### src/shcs_pkg.sv
/*
  Constants and types shared by the system handler control and state block:
  register offset, field positions, writable mask, reset value and the
  identifiers of the exceptions that the core reports.
  Assumes a 32-bit APB register bus and a core on the same clock.
*/
package shcs_pkg;

  // ----------------------------------------------------------------------
  // bus geometry
  // ----------------------------------------------------------------------
  localparam int          APB_ADDR_W  = 12;
  localparam int          DATA_W      = 32;
  localparam int          STRB_W      = DATA_W / 8;
  localparam logic [11:0] SHCS_OFFSET = 12'h000;

  // ----------------------------------------------------------------------
  // field positions
  // ----------------------------------------------------------------------
  localparam int ACCESS_FAULT_EN_BIT    = 16;
  localparam int SUPERVISOR_PEND_BIT    = 15;
  localparam int BUS_FAULT_PEND_BIT     = 14;
  localparam int ACCESS_FAULT_PEND_BIT  = 13;
  localparam int INSTR_FAULT_PEND_BIT   = 12;
  localparam int TIMER_ACT_BIT          = 11;
  localparam int DEFERRED_ACT_BIT       = 10;
  localparam int DEBUG_ACT_BIT          = 8;
  localparam int SUPERVISOR_ACT_BIT     = 7;
  localparam int INSTR_FAULT_ACT_BIT    = 3;
  localparam int BUS_FAULT_ACT_BIT      = 1;

  // bits 9, 6:4, 2, 0 and 31:17 read zero and ignore writes
  localparam logic [31:0] SHCS_WRITABLE = 32'h0001_fd8a;
  localparam logic [31:0] SHCS_RESET    = 32'h0000_0000;

  // ----------------------------------------------------------------------
  // pending and active vectors
  // ----------------------------------------------------------------------
  localparam int PEND_W = 4;
  localparam int ACT_W  = 6;
  // pending index: 0 supervisor, 1 bus, 2 access, 3 instruction
  localparam int PI_SUPERVISOR = 0;
  localparam int PI_BUS        = 1;
  localparam int PI_ACCESS     = 2;
  localparam int PI_INSTR      = 3;
  // active index: 0 timer, 1 deferred, 2 debug, 3 supervisor, 4 instr, 5 bus
  localparam int AI_TIMER      = 0;
  localparam int AI_DEFERRED   = 1;
  localparam int AI_DEBUG      = 2;
  localparam int AI_SUPERVISOR = 3;
  localparam int AI_INSTR      = 4;
  localparam int AI_BUS        = 5;
  localparam logic [PEND_W-1:0] PEND_RESET = 4'h0;
  localparam logic [ACT_W-1:0]  ACT_RESET  = 6'h00;

  // ----------------------------------------------------------------------
  // exception identifiers reported by the core on take and return
  // ----------------------------------------------------------------------
  typedef enum logic [2:0] {
    EXC_SUPERVISOR = 3'h0,
    EXC_BUS_FAULT  = 3'h1,
    EXC_ACCESS     = 3'h2,
    EXC_INSTR      = 3'h3,
    EXC_TIMER      = 3'h4,
    EXC_DEFERRED   = 3'h5,
    EXC_DEBUG      = 3'h6,
    EXC_OTHER      = 3'h7
  } exc_id_t;

endpackage

### src/status_flags.sv
/*
  A vector of status flags that software writes directly and that the
  core sets and clears by events.
  Assumes all inputs are on the clock's domain.
*/
module status_flags
  import shcs_pkg::*;
#(
  parameter int          W          = 4,
  parameter logic [W-1:0] RESET_VALUE = '0
) (
  // clock and reset
  input  wire logic         clock,
  input  wire logic         rst,
  // software side
  input  wire logic         swWrite,
  input  wire logic [W-1:0] swData,
  // hardware side
  input  wire logic [W-1:0] hwSet,
  input  wire logic [W-1:0] hwClear,
  // state
  output logic      [W-1:0] flags
);

  logic [W-1:0] afterWrite;
  logic [W-1:0] next_flags;

  // software value first, then hardware clear, hardware set wins last
  assign afterWrite = swWrite ? swData : flags;
  assign next_flags = (afterWrite & ~hwClear) | hwSet;

  always_ff @(posedge clock or posedge rst) begin
    if (rst) begin
      flags <= RESET_VALUE;
    end else begin
      flags <= next_flags;
    end
  end

endmodule

### src/apb_reg_port.sv
/*
  APB slave front end for a single-word register: decode, privilege check,
  error answer and a registered read data path. No wait states.
  Assumes an APB master on the same clock.
*/
module apb_reg_port
  import shcs_pkg::*;
(
  // clock and reset
  input  wire logic                  clock,
  input  wire logic                  rst,
  // apb
  input  wire logic                  psel,
  input  wire logic                  penable,
  input  wire logic                  pwrite,
  input  wire logic [APB_ADDR_W-1:0] paddr,
  input  wire logic [2:0]            pprot,
  output logic      [DATA_W-1:0]     prdata,
  output logic                       pready,
  output logic                       pslverr,
  // register side
  input  wire logic [DATA_W-1:0]     readValue,
  output logic                       regWrite
);

  logic hit;
  logic privileged;
  logic setup;
  logic access;
  logic allowed;

  assign hit        = paddr == SHCS_OFFSET;
  assign privileged = pprot[0];
  assign setup      = psel & ~penable;
  assign access     = psel & penable;
  assign allowed    = hit & privileged;
  assign pready     = access;
  assign pslverr    = access & ~allowed;
  assign regWrite   = access & allowed & pwrite;

  // read value is captured in the setup cycle
  always_ff @(posedge clock or posedge rst) begin
    if (rst) begin
      prdata <= 32'h0000_0000;
    end else if (setup) begin
      prdata <= (allowed && !pwrite) ? readValue : 32'h0000_0000;
    end
  end

endmodule

### src/system_handler_control_state.sv
/*
  System handler control and state register: the access protection fault
  enable, the pending bits of four exceptions and the active bits of six.
  Software reaches it over APB; the core reports faults, exception entry
  and exception return on the same clock and reads back the state.
  Assumes the enables of the bus and instruction faults are held elsewhere
  and arrive as levels.
*/
// Added by the designer: the register offset and the APB register port.

module system_handler_control_state
  import shcs_pkg::*;
(
  // clock and reset
  input  wire logic                  clock,
  input  wire logic                  rst,
  // apb register bus
  input  wire logic                  psel,
  input  wire logic                  penable,
  input  wire logic                  pwrite,
  input  wire logic [APB_ADDR_W-1:0] paddr,
  input  wire logic [DATA_W-1:0]     pwdata,
  input  wire logic [STRB_W-1:0]     pstrb,
  input  wire logic [2:0]            pprot,
  output logic      [DATA_W-1:0]     prdata,
  output logic                       pready,
  output logic                       pslverr,
  // fault and call requests from the core
  input  wire logic                  supervisorCallRequest,
  input  wire logic                  busFaultRequest,
  input  wire logic                  accessFaultRequest,
  input  wire logic                  instructionFaultRequest,
  // enables held outside this register
  input  wire logic                  busFaultEnable,
  input  wire logic                  instructionFaultEnable,
  // exception entry and return
  input  wire logic                  takeValid,
  input  wire exc_id_t               takeId,
  input  wire logic                  returnValid,
  input  wire exc_id_t               returnId,
  // state seen by the core
  output logic                       accessFaultEnable,
  output logic      [PEND_W-1:0]     pendingVector,
  output logic      [ACT_W-1:0]      activeVector,
  output logic                       hardFaultRequest
);

  // ----------------------------------------------------------------------
  // helpers
  // ----------------------------------------------------------------------

  // one-hot pending index of a pendable exception, zero for the others
  function automatic logic [PEND_W-1:0] pendMask(input exc_id_t id);
    logic [PEND_W-1:0] m;
    m = '0;
    unique case (id)
      EXC_SUPERVISOR: m[PI_SUPERVISOR] = 1'b1;
      EXC_BUS_FAULT:  m[PI_BUS]        = 1'b1;
      EXC_ACCESS:     m[PI_ACCESS]     = 1'b1;
      EXC_INSTR:      m[PI_INSTR]      = 1'b1;
      default:        m = '0;
    endcase
    return m;
  endfunction

  // one-hot active index of an exception that has an active bit here
  function automatic logic [ACT_W-1:0] actMask(input exc_id_t id);
    logic [ACT_W-1:0] m;
    m = '0;
    unique case (id)
      EXC_TIMER:      m[AI_TIMER]      = 1'b1;
      EXC_DEFERRED:   m[AI_DEFERRED]   = 1'b1;
      EXC_DEBUG:      m[AI_DEBUG]      = 1'b1;
      EXC_SUPERVISOR: m[AI_SUPERVISOR] = 1'b1;
      EXC_INSTR:      m[AI_INSTR]      = 1'b1;
      EXC_BUS_FAULT:  m[AI_BUS]        = 1'b1;
      default:        m = '0;
    endcase
    return m;
  endfunction

  // byte lanes of a write turned into a bit mask
  function automatic logic [DATA_W-1:0] laneMask(input logic [STRB_W-1:0] strb);
    logic [DATA_W-1:0] m;
    m = '0;
    for (int i = 0; i < STRB_W; i++) begin
      m[i*8 +: 8] = {8{strb[i]}};
    end
    return m;
  endfunction

  // ----------------------------------------------------------------------
  // bus front end
  // ----------------------------------------------------------------------

  logic              regWrite;
  logic [DATA_W-1:0] readValue;

  apb_reg_port u_port (
    .clock     (clock),
    .rst       (rst),
    .psel      (psel),
    .penable   (penable),
    .pwrite    (pwrite),
    .paddr     (paddr),
    .pprot     (pprot),
    .prdata    (prdata),
    .pready    (pready),
    .pslverr   (pslverr),
    .readValue (readValue),
    .regWrite  (regWrite)
  );

  // ----------------------------------------------------------------------
  // write value
  // ----------------------------------------------------------------------

  logic [DATA_W-1:0] byteMask;
  logic [DATA_W-1:0] writeMask;
  logic [DATA_W-1:0] merged;

  // untouched lanes keep the current value; reserved bits never stored
  assign byteMask  = laneMask(pstrb);
  assign writeMask = byteMask & SHCS_WRITABLE;
  assign merged    = (readValue & ~writeMask) | (pwdata & writeMask);

  // ----------------------------------------------------------------------
  // enable
  // ----------------------------------------------------------------------

  logic next_accessFaultEnable;

  assign next_accessFaultEnable = regWrite ? merged[ACCESS_FAULT_EN_BIT] : accessFaultEnable;

  always_ff @(posedge clock or posedge rst) begin
    if (rst) begin
      accessFaultEnable <= SHCS_RESET[ACCESS_FAULT_EN_BIT];
    end else begin
      accessFaultEnable <= next_accessFaultEnable;
    end
  end

  // ----------------------------------------------------------------------
  // fault routing
  // ----------------------------------------------------------------------

  logic busEscalate;
  logic accessEscalate;
  logic instrEscalate;
  logic next_hardFaultRequest;

  // a fault whose handler is disabled becomes a hard fault, not pending
  assign busEscalate    = busFaultRequest & ~busFaultEnable;
  assign accessEscalate = accessFaultRequest & ~accessFaultEnable;
  assign instrEscalate  = instructionFaultRequest & ~instructionFaultEnable;
  assign next_hardFaultRequest = busEscalate | accessEscalate | instrEscalate;

  always_ff @(posedge clock or posedge rst) begin
    if (rst) begin
      hardFaultRequest <= 1'b0;
    end else begin
      hardFaultRequest <= next_hardFaultRequest;
    end
  end

  // ----------------------------------------------------------------------
  // pending bits
  // ----------------------------------------------------------------------

  logic [PEND_W-1:0] pendWrite;
  logic [PEND_W-1:0] pendSet;
  logic [PEND_W-1:0] pendClear;

  assign pendWrite[PI_SUPERVISOR] = merged[SUPERVISOR_PEND_BIT];
  assign pendWrite[PI_BUS]        = merged[BUS_FAULT_PEND_BIT];
  assign pendWrite[PI_ACCESS]     = merged[ACCESS_FAULT_PEND_BIT];
  assign pendWrite[PI_INSTR]      = merged[INSTR_FAULT_PEND_BIT];

  assign pendSet[PI_SUPERVISOR] = supervisorCallRequest;
  assign pendSet[PI_BUS]        = busFaultRequest & busFaultEnable;
  assign pendSet[PI_ACCESS]     = accessFaultRequest & accessFaultEnable;
  assign pendSet[PI_INSTR]      = instructionFaultRequest & instructionFaultEnable;

  assign pendClear = takeValid ? pendMask(takeId) : '0;

  status_flags #(
    .W           (PEND_W),
    .RESET_VALUE (PEND_RESET)
  ) u_pending (
    .clock   (clock),
    .rst     (rst),
    .swWrite (regWrite),
    .swData  (pendWrite),
    .hwSet   (pendSet),
    .hwClear (pendClear),
    .flags   (pendingVector)
  );

  // ----------------------------------------------------------------------
  // active bits
  // ----------------------------------------------------------------------

  logic [ACT_W-1:0] actWrite;
  logic [ACT_W-1:0] actSet;
  logic [ACT_W-1:0] actClear;

  assign actWrite[AI_TIMER]      = merged[TIMER_ACT_BIT];
  assign actWrite[AI_DEFERRED]   = merged[DEFERRED_ACT_BIT];
  assign actWrite[AI_DEBUG]      = merged[DEBUG_ACT_BIT];
  assign actWrite[AI_SUPERVISOR] = merged[SUPERVISOR_ACT_BIT];
  assign actWrite[AI_INSTR]      = merged[INSTR_FAULT_ACT_BIT];
  assign actWrite[AI_BUS]        = merged[BUS_FAULT_ACT_BIT];

  // entry wins over a return of the same exception in the same cycle
  assign actSet   = takeValid ? actMask(takeId) : '0;
  assign actClear = returnValid ? actMask(returnId) : '0;

  status_flags #(
    .W           (ACT_W),
    .RESET_VALUE (ACT_RESET)
  ) u_active (
    .clock   (clock),
    .rst     (rst),
    .swWrite (regWrite),
    .swData  (actWrite),
    .hwSet   (actSet),
    .hwClear (actClear),
    .flags   (activeVector)
  );

  // ----------------------------------------------------------------------
  // read back
  // ----------------------------------------------------------------------

  // reserved positions stay zero
  always_comb begin
    readValue                        = 32'h0000_0000;
    readValue[ACCESS_FAULT_EN_BIT]   = accessFaultEnable;
    readValue[SUPERVISOR_PEND_BIT]   = pendingVector[PI_SUPERVISOR];
    readValue[BUS_FAULT_PEND_BIT]    = pendingVector[PI_BUS];
    readValue[ACCESS_FAULT_PEND_BIT] = pendingVector[PI_ACCESS];
    readValue[INSTR_FAULT_PEND_BIT]  = pendingVector[PI_INSTR];
    readValue[TIMER_ACT_BIT]         = activeVector[AI_TIMER];
    readValue[DEFERRED_ACT_BIT]      = activeVector[AI_DEFERRED];
    readValue[DEBUG_ACT_BIT]         = activeVector[AI_DEBUG];
    readValue[SUPERVISOR_ACT_BIT]    = activeVector[AI_SUPERVISOR];
    readValue[INSTR_FAULT_ACT_BIT]   = activeVector[AI_INSTR];
    readValue[BUS_FAULT_ACT_BIT]     = activeVector[AI_BUS];
  end

endmodule

### config.mk
export PLATFORM = sky130hd
export DESIGN_NAME = system_handler_control_state
export DESIGN_NICKNAME = d
export VERILOG_FILES = /design/src/shcs_pkg.sv /design/src/status_flags.sv /design/src/apb_reg_port.sv /design/src/system_handler_control_state.sv
export SDC_FILE = /design/constraint.sdc
export NUM_CORES = 1
export LEC_CHECK = 0
export ABC_CLOCK_PERIOD_IN_PS = 1700
export BUFFER_PORTS_ARGS = -buffer_cell sky130_fd_sc_hd__buf_4
export CORE_UTILIZATION = 49
export DETAILED_ROUTE_END_ITERATION = 8
export GPL_ROUTABILITY_DRIVEN = 0
export GPL_TIMING_DRIVEN = 0
export PLACE_DENSITY = 0.94
export SETUP_SLACK_MARGIN = 0.4
export SYNTH_ARGS = -nofsm -noshare
export SYNTH_HDL_FRONTEND = slang
export SYNTH_HIERARCHICAL = 1
export SYNTH_SLANG_ARGS = --single-unit
### constraint.sdc
create_clock -name clock -period 1.7 [get_ports clock]
set_input_delay 0.34 -clock clock [delete_from_list [all_inputs] [get_ports clock]]
set_output_delay 0.34 -clock clock [all_outputs]
set_load 0.005 [all_outputs]
# After elaboration in Yosys (flattened, before gate mapping)

Cells that the tools add are included.

Register bits: 44
Output and inout bits: 46

Equal/unequal tests: 11
Muxes and demuxes: 19
Bitwise gates (word level): 29
Reductions and logical operators: 5

Operators by type and width:

| kind                                                             | count |
|---|---|
| 17-bit bitwise AND                                               | 2 |
| 3-bit == test (second input constant)                            | 6 |
| 6-bit two-way mux                                                | 3 |
| 17-bit two-way mux                                               | 1 |
| 17-bit NOT                                                       | 1 |
| 17-bit OR                                                        | 1 |
| 1-bit two-way mux                                                | 13 |
| 1-bit bitwise AND                                                | 12 |
| 12-bit zero test                                                 | 1 |
| 3-bit by 2-bit == test with 1-bit output (second input constant) | 3 |
| 4-bit two-way mux                                                | 2 |
| 6-bit bitwise AND                                                | 1 |
| 3-bit by 1-bit == test with 1-bit output (second input constant) | 2 |
| 3-bit zero test                                                  | 2 |
| 6-bit NOT                                                        | 1 |
| 6-bit OR                                                         | 1 |
| 1-bit NOT                                                        | 5 |
| 4-bit bitwise AND                                                | 1 |
| 4-bit NOT                                                        | 1 |
| 4-bit OR                                                         | 1 |
| 1-bit OR                                                         | 2 |
| 1-bit logical AND                                                | 1 |
| 1-bit zero test                                                  | 1 |

# Longest topological paths before layout

Gate-level depths: netlist of run 1.

Depth after elaboration: 7
Gate-level depth with buffers: 6

# By module

Netlist of run 1, hierarchy kept.

By module, submodules not included:

| module                       | instances | cells each | area an instance (sq um) | seq. area each (sq um) |
|---|---|---|---|---|
| apb_reg_port                 | 1         | 90         | 1318.8                   | 800.8 |
| system_handler_control_state | 1         | 46         | 367.9                    | 50.0 |
| status_flags at u_active     | 1         | 20         | 270.3                    | 150.1 |
| status_flags at u_pending    | 1         | 14         | 178.9                    | 100.1 |

# Worst setup path after synthesis of run 1

OpenSTA, ideal clock, no wires.

Path type: input to register
Start: input port paddr[8]
End: register u_pending.flags[0]
Setup time: 127 ps
Arrival: 1399 ps
Slack: 174 ps
Stages: 6
Path through: nor4b_2 -> nand4_1 -> nor2_1 -> clkbuf_2 -> mux2i_1 -> o21bai_1

Cells in the longest elaborated chain, start to end: 7

Ends and longest elaborated chain:

| what                            | RTL line                           | text |
|---|---|---|
| start, declared                 | system_handler_control_state.sv:21 | `input wire logic [APB_ADDR_W-1:0] paddr,` |
| 12-bit zero test                | apb_reg_port.sv:32                 | `assign hit = paddr == SHCS_OFFSET;` |
| 1-bit bitwise AND               | apb_reg_port.sv:36                 | `assign allowed = hit & privileged;` |
| 1-bit bitwise AND (2 in series) | apb_reg_port.sv:39                 | `assign regWrite = access & allowed & pwrite;` |
| via regWrite                    | system_handler_control_state.sv:96 | `logic regWrite;` |
| 4-bit two-way mux               | status_flags.sv:29                 | `assign afterWrite = swWrite ? swData : flags;` |
| 4-bit bitwise AND               | status_flags.sv:30                 | `assign next_flags = (afterWrite & ~hwClear) \| hwSet;` |
| 4-bit OR                        | status_flags.sv:30                 |  |
| via u_pending.next_flags[0]     | status_flags.sv:26                 | `logic [W-1:0] next_flags;` |
| end signal, assigned            | status_flags.sv:36                 | `flags <= next_flags;` |
| end, declared                   | status_flags.sv:22                 | `output logic [W-1:0] flags` |

The timed path passes the listed nets, and every way through them passes these cells.
A chain may end at the register's enable or synchronous reset.

# Final worst setup path of run 1

Start: input port paddr[10]
End: output port pslverr

Cells in the longest elaborated chain, start to end: 4

Ends and longest elaborated chain:

| what              | RTL line                           | text |
|---|---|---|
| 12-bit zero test  | apb_reg_port.sv:32                 |  |
| 1-bit bitwise AND | apb_reg_port.sv:36                 |  |
| 1-bit NOT         | apb_reg_port.sv:38                 | `assign pslverr = access & ~allowed;` |
| 1-bit bitwise AND | apb_reg_port.sv:38                 |  |
| end, declared     | system_handler_control_state.sv:27 | `output logic pslverr,` |

Every way passes these cells.

==> results of run 1 <==
power breakdown:
part | internal (uW) | total, uW | switching, uW
Clock | 436 | 778 | 342
Combinational | 198 | 339 | 141
Sequential | 1080 | 1120 | 42.0
per-layer routing:
| layer | up-vias | share of wire, % |
|---|---|---|
| li1 | 862 | - |
| met1 | 896 | 38 |
| met2 | 71 | 54 |
| met3 | 6 | 6.2 |
| met4 | 0 | 1.3 |
| met5 | - | 0 |
cells in the mapped netlist (5+ instances only):
cell      count  area [um^2]
buf_6         8        90.09
nand2_1       7        26.28
inv_1         7        26.28
dfrtp_1      44         1101
mux2i_1      10        100.1
mux2_4        7        105.1
and2_1        5        31.28
nand2b_1      7        43.79
nor3_1        5        25.02
o21bai_1     10        75.07
a32o_1       31        310.3
nor2_1       10        37.54
how the worst max path moves through the flow:
stage	endpoint	start	cells past startpoint	slack (ns)
after detailed placement	u_active/flags[0]	paddr[1]	7	-0.25
after global routing	u_pending/flags[1]	paddr[10]	8	0.10
after global placement	u_pending/flags[0]	paddr[1]	7	-0.12
after CTS	pslverr	paddr[10]	5	0.13
final	pslverr	paddr[10]	5	0.15
after floorplan	u_pending/flags[0]	paddr[4]	6	0.26
critical path: stages:
cell and delay (ns):
buf_6 0.09, nor4b_4 0.29, nand4_1 0.18, and2_4 0.18, buf_4 0.13
sequential cells by signal (all words and copies together) (netlist names), named ones only:
register and cells:
u_active/flags 6, u_pending/flags 4, u_port/prdata 32, hardFaultRequest 1
cell families (layout without fill, tap and decap cells):
group	after synthesis	count (layout)	share of synthesized area, %
buf+inv	21	123	6.913
flops	44	44	51.55
compound gates	43	43	18.86
other cells	1	21	0.1756
mux	21	21	11.72
simple gates	40	40	10.78
final cells by class:
type | count | area, um^2 | area share (%)
sequential | 44 | 1101 | 34.89
multi-input combinational | 125 | 1005 | 31.84
timing repair buffer | 94 | 723.2 | 22.92
clock buffer | 6 | 72.57 | 2.300
buffer | 14 | 130.1 | 4.124
clock inverter | 2 | 35.03 | 1.110
inverter | 7 | 26.28 | 0.8327
tap | 50 | 62.56 | 1.983
timing repair:
| item | 4_1_cts | 5_1_grt |
|---|---|---|
| hold buffers | 1 | 0 |
| buffers inserted | 3 | 0 |
| gates resized for setup | 7 | 2 |
| endpoints found under the setup margin | 22 | 12 |
| pin swaps | 5 | 4 |
| endpoints found under the hold margin | 12 | 0 |
through the flow:
stage	utilization [%]	hold WS [ns]
after floorplan	-	0.08118
after global placement	72.87	0.2273
after detailed placement	72.87	0.2281
after CTS	77.07	0.2311
after global routing	77.22	0.2313
final	77.22	0.2432
==> metrics.cfg, run 1 <==
[cts]
clock_latency_ns=0.29
cts_tree=done
cts_inserted_buffers=5
clock-sinks=44
root_buffer=clkbuf_8
clk_pin_slew_worst_paths_ns=0.08
cts-htree-levels=2
cts_buffer_depth=2

[sta]
worst_slew_pin_slew_ns=1.182
fin_ws_ns=0.1490
drv_slew=0
setup_tns_ns=0
fmax_mhz=644.7
finalSetupViolCount=0
final-hold-violation-count=0
fin_skew_ns=0.002655
period_minus_slack_ns=1.551
finalCritPeriodShare_pct=91.24
rsz0062_at_grt=yes
slew_headroom_pct=21.14

[cells_and_area]
final_common_cell=buf_4
syn2layout_area_growth_pct=47.74
final_cell_mix=buf_4, dfrtp_1, a32o_1
layout.nets=361
fill_cells=303
instances_no_fill=342
antennaDiodeCount=0
stdcell_area_um2=3156
drive_gt1_share_pct=44.86

[synth]
syn-mean-instance-area_um2=12.56
yosysSeqAreaShare_pct=51.55
ys_warn_count=6
synth_seq_cells=44
netlist_instances=170
synth.distinct_cells=26
async_flop_share_pct=100.0
synth_edf_count=0
syn_area_um2=2136
yosys_most_used_dff=dfrtp_1

[detailed_routing]
viasPerCell=5.365
dr.pass1.iters=4
antenna_left=0
wl_per_cell_um=15.18
drcViolationCount=0
dr_total_vias=1835
wl_um=5190
initialDrtViolationCount=95

[worst_setup_path]
worst-r2r-cell-count=3
r2r-start=u_active/flags[1]
rr_endpoint=u_active/flags[1]
worst_ep_arrival_time_ns=1.21
critPathMaxFanout=3
end_kind=primary output
worstSetupPathType=in2out
r2r_slack_ns=0.62
required_ns=1.36
critPathLaunchType=input pin

[floorplanning]
die-height_um=68.02
rows=23
dieArea_um2=4627
core_um2=4086
start_util_pct=52.27
die_w_um=68.02
io_pins=116

[pwr]
p_leak_uw=0.001564
ir_worst_vdd_mv=0.4975
p_total_uw=2239
powerDensity_nw_per_um2=709.6

[global_routing]
grt-busiest-layer=met2
grt_use_met1_pct=27.53
grt_remaining_overflow=0
use_met2_pct=43.38
use_met3_pct=7.167
track_usage_pct=24.48
grt_pass1_wl_um=8100
antenna_found_initial=0
grt_max_degree=33
grt_pass1_vias=1772

[outcome]
outcome=complete, no violations

[hold_path]
min_from=supervisorCallRequest
hold_end=u_pending/flags[0]
min_delay_path_depth=2
hold_class=in2reg

[placed_design]
numPlacedInstances=330
dpl_cell_area_um2=2978
hpwl_um=3998
dp_slack_ns=-0.2479
port_buffers=90

[job]
maxCapViolations=0

(Power assumes the default switching activity.)
==> run 2, diff against run 1 <==
REMOVE_ABC_BUFFERS = 1   (was not set)
==> run 2 against run 1 <==
Against the previous run: via count increased by 0.98%; worst hold slack got worse by 0.084 ns; final cell count decreased by 2.0%; largest power group unchanged; highest routed layer unchanged.
==> metrics.cfg, run 2 (same netlist as run 1, synthesis figures left out) <==
[detailed_routing]
dr.pass1.iters=4  ; unchanged
wl_um=5597  ; +7.8%
initialDrtViolationCount=89  ; -6.3%
antenna_left=0  ; unchanged
wl_per_cell_um=16.71  ; +10%
dr_total_vias=1853  ; +0.98%
drcViolationCount=0  ; unchanged
viasPerCell=5.531  ; +3.1%

[floorplanning]
die-height_um=68.02  ; unchanged
dieArea_um2=4627  ; unchanged
io_pins=116  ; unchanged
core_um2=4086  ; unchanged
start_util_pct=52.27  ; unchanged
rows=23  ; unchanged
die_w_um=68.02  ; unchanged

[cells_and_area]
fill_cells=286  ; -5.6%
instances_no_fill=335  ; -2.0%
largest_register_ffs=32  ; unchanged
drive_gt1_share_pct=44.91  ; +0.049 points
antennaDiodeCount=0  ; unchanged
final_cell_mix=buf_4, dfrtp_1, a32o_1
largestRegisters=u_port/prdata x32, u_active/flags x6, u_pending/flags x4
final_core_util_pct=76.03  ; -1.2 points
syn2layout_area_growth_pct=45.46
layout.nets=354  ; -1.9%
top_register=u_port/prdata
final_common_cell=buf_4

[pwr]
p_leak_uw=0.001529  ; -2.3%
ir_worst_vdd_mv=0.5258  ; +5.7%
p_total_uw=2250  ; +0.48%
powerDensity_nw_per_um2=724.3  ; +2.1%

[sta]
fin_skew_ns=0.004922  ; +0.002267 ns
slew_headroom_pct=35.63  ; +14 points
drv_slew=0  ; unchanged
finalCritPeriodShare_pct=88.03  ; -3.2 points
finalSetupViolCount=0  ; unchanged
fmax_mhz=668.2  ; +3.6%
fin_ws_ns=0.2035  ; +0.05453 ns
rsz0062_at_grt=yes
worst_slew_pin_slew_ns=0.9613  ; -0.2203 ns
period_minus_slack_ns=1.496  ; -0.05453 ns
final-hold-violation-count=0  ; unchanged
whs_ns=0.1595  ; -0.08370 ns

[worst_setup_path]
crit_path_top_delay_cell=nor4b_4
cp.buffers_inverters=2  ; unchanged
end_kind=primary output
worstSetupPathType=in2out
crit_family=simple AND/OR/NAND/NOR gates
critPathLaunchType=input pin
cpPeakStageDelay_ns=0.28  ; about the same
worst_ep_arrival_time_ns=1.16  ; -0.05 ns
critPathMaxFanout=2  ; -1
required_ns=1.36  ; about the same
path_cells=buf_6 -> nor4b_4 -> nand4_1 -> and2_1 -> buf_4

[cts]
cts_tree=done
clk_pin_slew_worst_paths_ns=0.07  ; about the same
root_buffer=clkbuf_8
cts-htree-levels=2  ; unchanged
cts_buffer_depth=2  ; unchanged
clock-sinks=44  ; unchanged
clock_latency_ns=0.29  ; about the same
cts_inserted_buffers=5  ; unchanged

[global_routing]
use_met3_pct=6.167  ; -1.0 points
grt_pass1_vias=1827  ; +3.1%
grt-busiest-layer=met2
grt_use_met1_pct=29.77  ; +2.2 points
use_met2_pct=46.08  ; +2.7 points
antenna_found_initial=0  ; unchanged
grt_pass1_wl_um=8473  ; +4.6%
grt_remaining_overflow=0  ; unchanged
track_usage_pct=25.47  ; +0.99 points
grt_max_degree=36  ; +9.1%

[outcome]
outcome=complete, no violations

[placed_design]
port_buffers=91  ; +1.1%
dp_slack_ns=-1.175  ; -0.9272 ns
numPlacedInstances=317  ; -3.9%
hpwl_um=3744  ; -6.4%

[job]
maxCapViolations=0  ; unchanged

[hold_path]
hold_class=in2async

[run 2: where the power goes]
part | switching, uW | total (uW) | internal, uW
clock | 345 | 781 | 436
combinational | 152 | 349 | 197
sequential | 40.3 | 1120 | 1080
[run 2: area by class of cell]
| cell class | instances | area [um^2] | share of cell area (%) |
|---|---|---|---|
| repair buffers | 100 | 779.5 | 25.09 |
| clock buffers | 6 | 72.57 | 2.336 |
| inverters | 7 | 30.03 | 0.9666 |
| clock inverters | 2 | 35.03 | 1.128 |
| multi-input cells | 126 | 1026 | 33.02 |
| flip-flops and latches | 44 | 1101 | 35.44 |
| well taps | 50 | 62.56 | 2.014 |
[run 2: final timing paths]
check | from | to | slack, ns | cells after the start
setup reg to reg | u_active/flags[5] | u_active/flags[5] | 0.61 | 3
setup / recovery | paddr[11] | pslverr | 0.20 | 5
hold reg to reg | u_port/prdata[22] | u_port/prdata[22] | 0.50 | 1
max in group asynchronous | rst | u_active/flags[2] | 0.87 | 3
hold / removal | rst | u_port/prdata[8] | 0.16 | 2
min in group clock | supervisorCallRequest | u_pending/flags[0] | 0.26 | 2
[run 2: through the flow]
stage,area (um^2),TNS [ns]
2_1_floorplan,2090,-6.012
6_report,3107,0
3_3_place_gp,2835,-23.93
3_5_place_dp,2835,-24.54
4_1_cts,3084,0
5_1_grt,3107,0
[run 2: worst reg2reg max path, cell delays in order, from the launching register on]
cell      delay, ns
dfrtp_1        0.43
mux2_2         0.29
mux2i_2        0.17
o21bai_1       0.09
[run 2: what timing repair did]
action                                  in CTS  in global routing
gates resized for setup                     15                  4
cloned                                       1                  0
buffers inserted                             7                  1
pin swaps                                    6                  6
hold endpoints to repair                     8                  0
endpoints found under the setup margin      44                 55
hold buffers                                 1                  0
[run 2: per-layer routing]
layer	vias to the layer above	wire [um]
li1	849	-
met1	918	2250
met2	78	2897
met3	8	386
met4	0	63
met5	-	0
==> run 3, diff against run 2 <==
GPL_TIMING_DRIVEN = 1   (was 0)
==> run 3 against run 2 <==
Against the previous run: critical path depth rose by 1; final area fell by 0.60%; maximum frequency fell by 6.8%; register-to-register slack improved by 0.03 ns; combinational power fell by 2%; largest cell class unchanged; critical endpoint unchanged; clock-buffer cell count did not move; clock power fell by 24%; clock skew barely moved; sequential share of layout area rose by 0.22 points; highest routed layer unchanged; non-clock buffer count rose by 3; final cell count rose by 0.30%; sequential cell count did not move.
==> metrics.cfg, run 3 (same netlist as run 1, synthesis figures left out) <==
[cells_and_area]
syn2layout_area_growth_pct=44.58
drive_gt1_share_pct=44.06  ; -0.86 points
seqCellArea_um2=1101  ; unchanged
largestRegisters=u_port/prdata x32, u_active/flags x6, u_pending/flags x4
layout.nets=356  ; +0.56%
final_cell_mix=buf_4, dfrtp_1, a32o_1
final_common_cell=buf_4
fill_cells=293  ; +2.4%
largest_register_ffs=32  ; unchanged
antennaDiodeCount=0  ; unchanged
top_register=u_port/prdata
multi_input_area_um2=997.2  ; -2.8%
instances_no_fill=336  ; +0.30%

[global_routing]
grt_pass1_wl_um=7817  ; -7.7%
antenna_found_initial=0  ; unchanged
track_usage_pct=22.87  ; -2.6 points
grt_remaining_overflow=0  ; unchanged
grt_max_degree=32  ; -11%
grt_pass1_vias=1792  ; -1.9%

[placed_design]
numPlacedInstances=327  ; +3.2%
dp_slack_ns=-0.09329  ; +1.082 ns
hpwl_um=3900  ; +4.2%
port_buffers=91  ; unchanged

[pwr]
p_leak_uw=0.001526  ; -0.18%
p_total_uw=2056  ; -8.6%
powerDensity_nw_per_um2=665.7  ; -8.1%
ir_worst_vdd_mv=0.6610  ; +26%

[cts]
root_buffer=clkbuf_8
clk_pin_slew_worst_paths_ns=0.08  ; about the same
cts_inserted_buffers=5  ; unchanged
cts-htree-levels=2  ; unchanged
cts_tree=done
clock_latency_ns=0.28  ; about the same
clock-sinks=44  ; unchanged
cts_buffer_depth=2  ; unchanged

[floorplanning]
dieArea_um2=4627  ; unchanged
io_pins=116  ; unchanged
rows=23  ; unchanged
core_um2=4086  ; unchanged
start_util_pct=52.27  ; unchanged
die_w_um=68.02  ; unchanged
die-height_um=68.02  ; unchanged

[sta]
period_minus_slack_ns=1.606  ; +0.1091 ns
finalCritPeriodShare_pct=94.45  ; +6.4 points
fmax_mhz=622.8  ; -6.8%
rsz0062_at_grt=yes
finalSetupViolCount=0  ; unchanged
fin_skew_ns=0.005320  ; +0.0003976 ns
drv_slew=0  ; unchanged
fin_ws_ns=0.09438  ; -0.1091 ns
final-hold-violation-count=0  ; unchanged

[worst_setup_path]
required_ns=1.36  ; about the same
worst_ep_arrival_time_ns=1.27  ; +0.11 ns
end_kind=primary output
critPathMaxFanout=2  ; unchanged
worstSetupPathType=in2out
critPathLaunchType=input pin

[outcome]
outcome=complete, no violations

[detailed_routing]
wl_um=5149  ; -8.0%
wl_per_cell_um=15.32  ; -8.3%
initialDrtViolationCount=91  ; +2.2%
antenna_left=0  ; unchanged
drcViolationCount=0  ; unchanged
dr.pass1.iters=4  ; unchanged
viasPerCell=5.390  ; -2.6%
dr_total_vias=1811  ; -2.3%

[job]
maxCapViolations=0  ; unchanged

[hold_path]
hold_class=in2reg

run 3: cell count changes in the layout (fill, tap and decap cells not counted), sizes merged:
| cell | before | now |
|---|---|---|
| bufinv | 1 | 0 |
| nor3b | 3 | 2 |
| buf | 99 | 102 |
| inv | 6 | 7 |
| clkinvlp | 1 | 0 |
run 3: power by group:
group	switching (uW)	internal [uW]	total, uW
Combinational	141	199	341
Sequential	38.7	1080	1120
Clock	316	280	596
Total	496	1560	2060
run 3: layout make-up:
type,count,share of cell area (%)
sequential,44,35.66
clock inverter,1,0.1621
inverter,7,0.8509
tap,50,2.026
timing repair buffer,103,26.66
multi-input combinational,125,32.29
clock buffer,6,2.350
run 3: final timing paths:
kind,startpoint,end,slack [ns],cells past startpoint
min in group asynchronous,rst,async pin,0.49,3
worst min register to register,u_port/prdata[2],u_port/prdata[2],0.49,2
worst max register to register,u_active/flags[3],u_active/flags[3],0.64,3
worst max-delay path,paddr[7],pslverr,0.09,6
worst min-delay path,supervisorCallRequest,u_pending/flags[0],0.27,2
max in group asynchronous,rst,u_port/prdata[4],0.82,4
run 3: critical path, cell delays in order:
cell     delay, ns
buf_4         0.12
nor4_4        0.26
nand4_1       0.15
buf_4         0.17
and2_4        0.13
buf_6         0.10
run 3: routing by layer:
layer	vias up	part of all wire (%)	global-route usage [%]
met5	-	0	0
met3	2	9.1	5.167
met2	83	52	42.77
li1	850	-	-
met4	0	0.23	3.125
met1	876	39	26.97
run 3: per-stage QoR:
step	TNS, ns	hold WS [ns]	area (um^2)	util, %
CTS	0	0.2640	3088	75.57
global placement	-0.08120	0.2298	2935	71.83
floorplan	-6.012	0.08118	2090	-
global route	0	0.2538	3088	75.57
finish	0	0.2665	3088	75.57
detailed placement	-0.5232	0.2369	2935	71.83
run 3: timing repair:
| action | in CTS | in global routing |
|---|---|---|
| gates resized for setup | 13 | 0 |
| pin swaps | 4 | 1 |
| endpoints found under the hold margin | 11 | 0 |
| setup buffers | 1 | 0 |
| endpoints found under the setup margin | 12 | 12 |
| hold buffers | 1 | 0 |
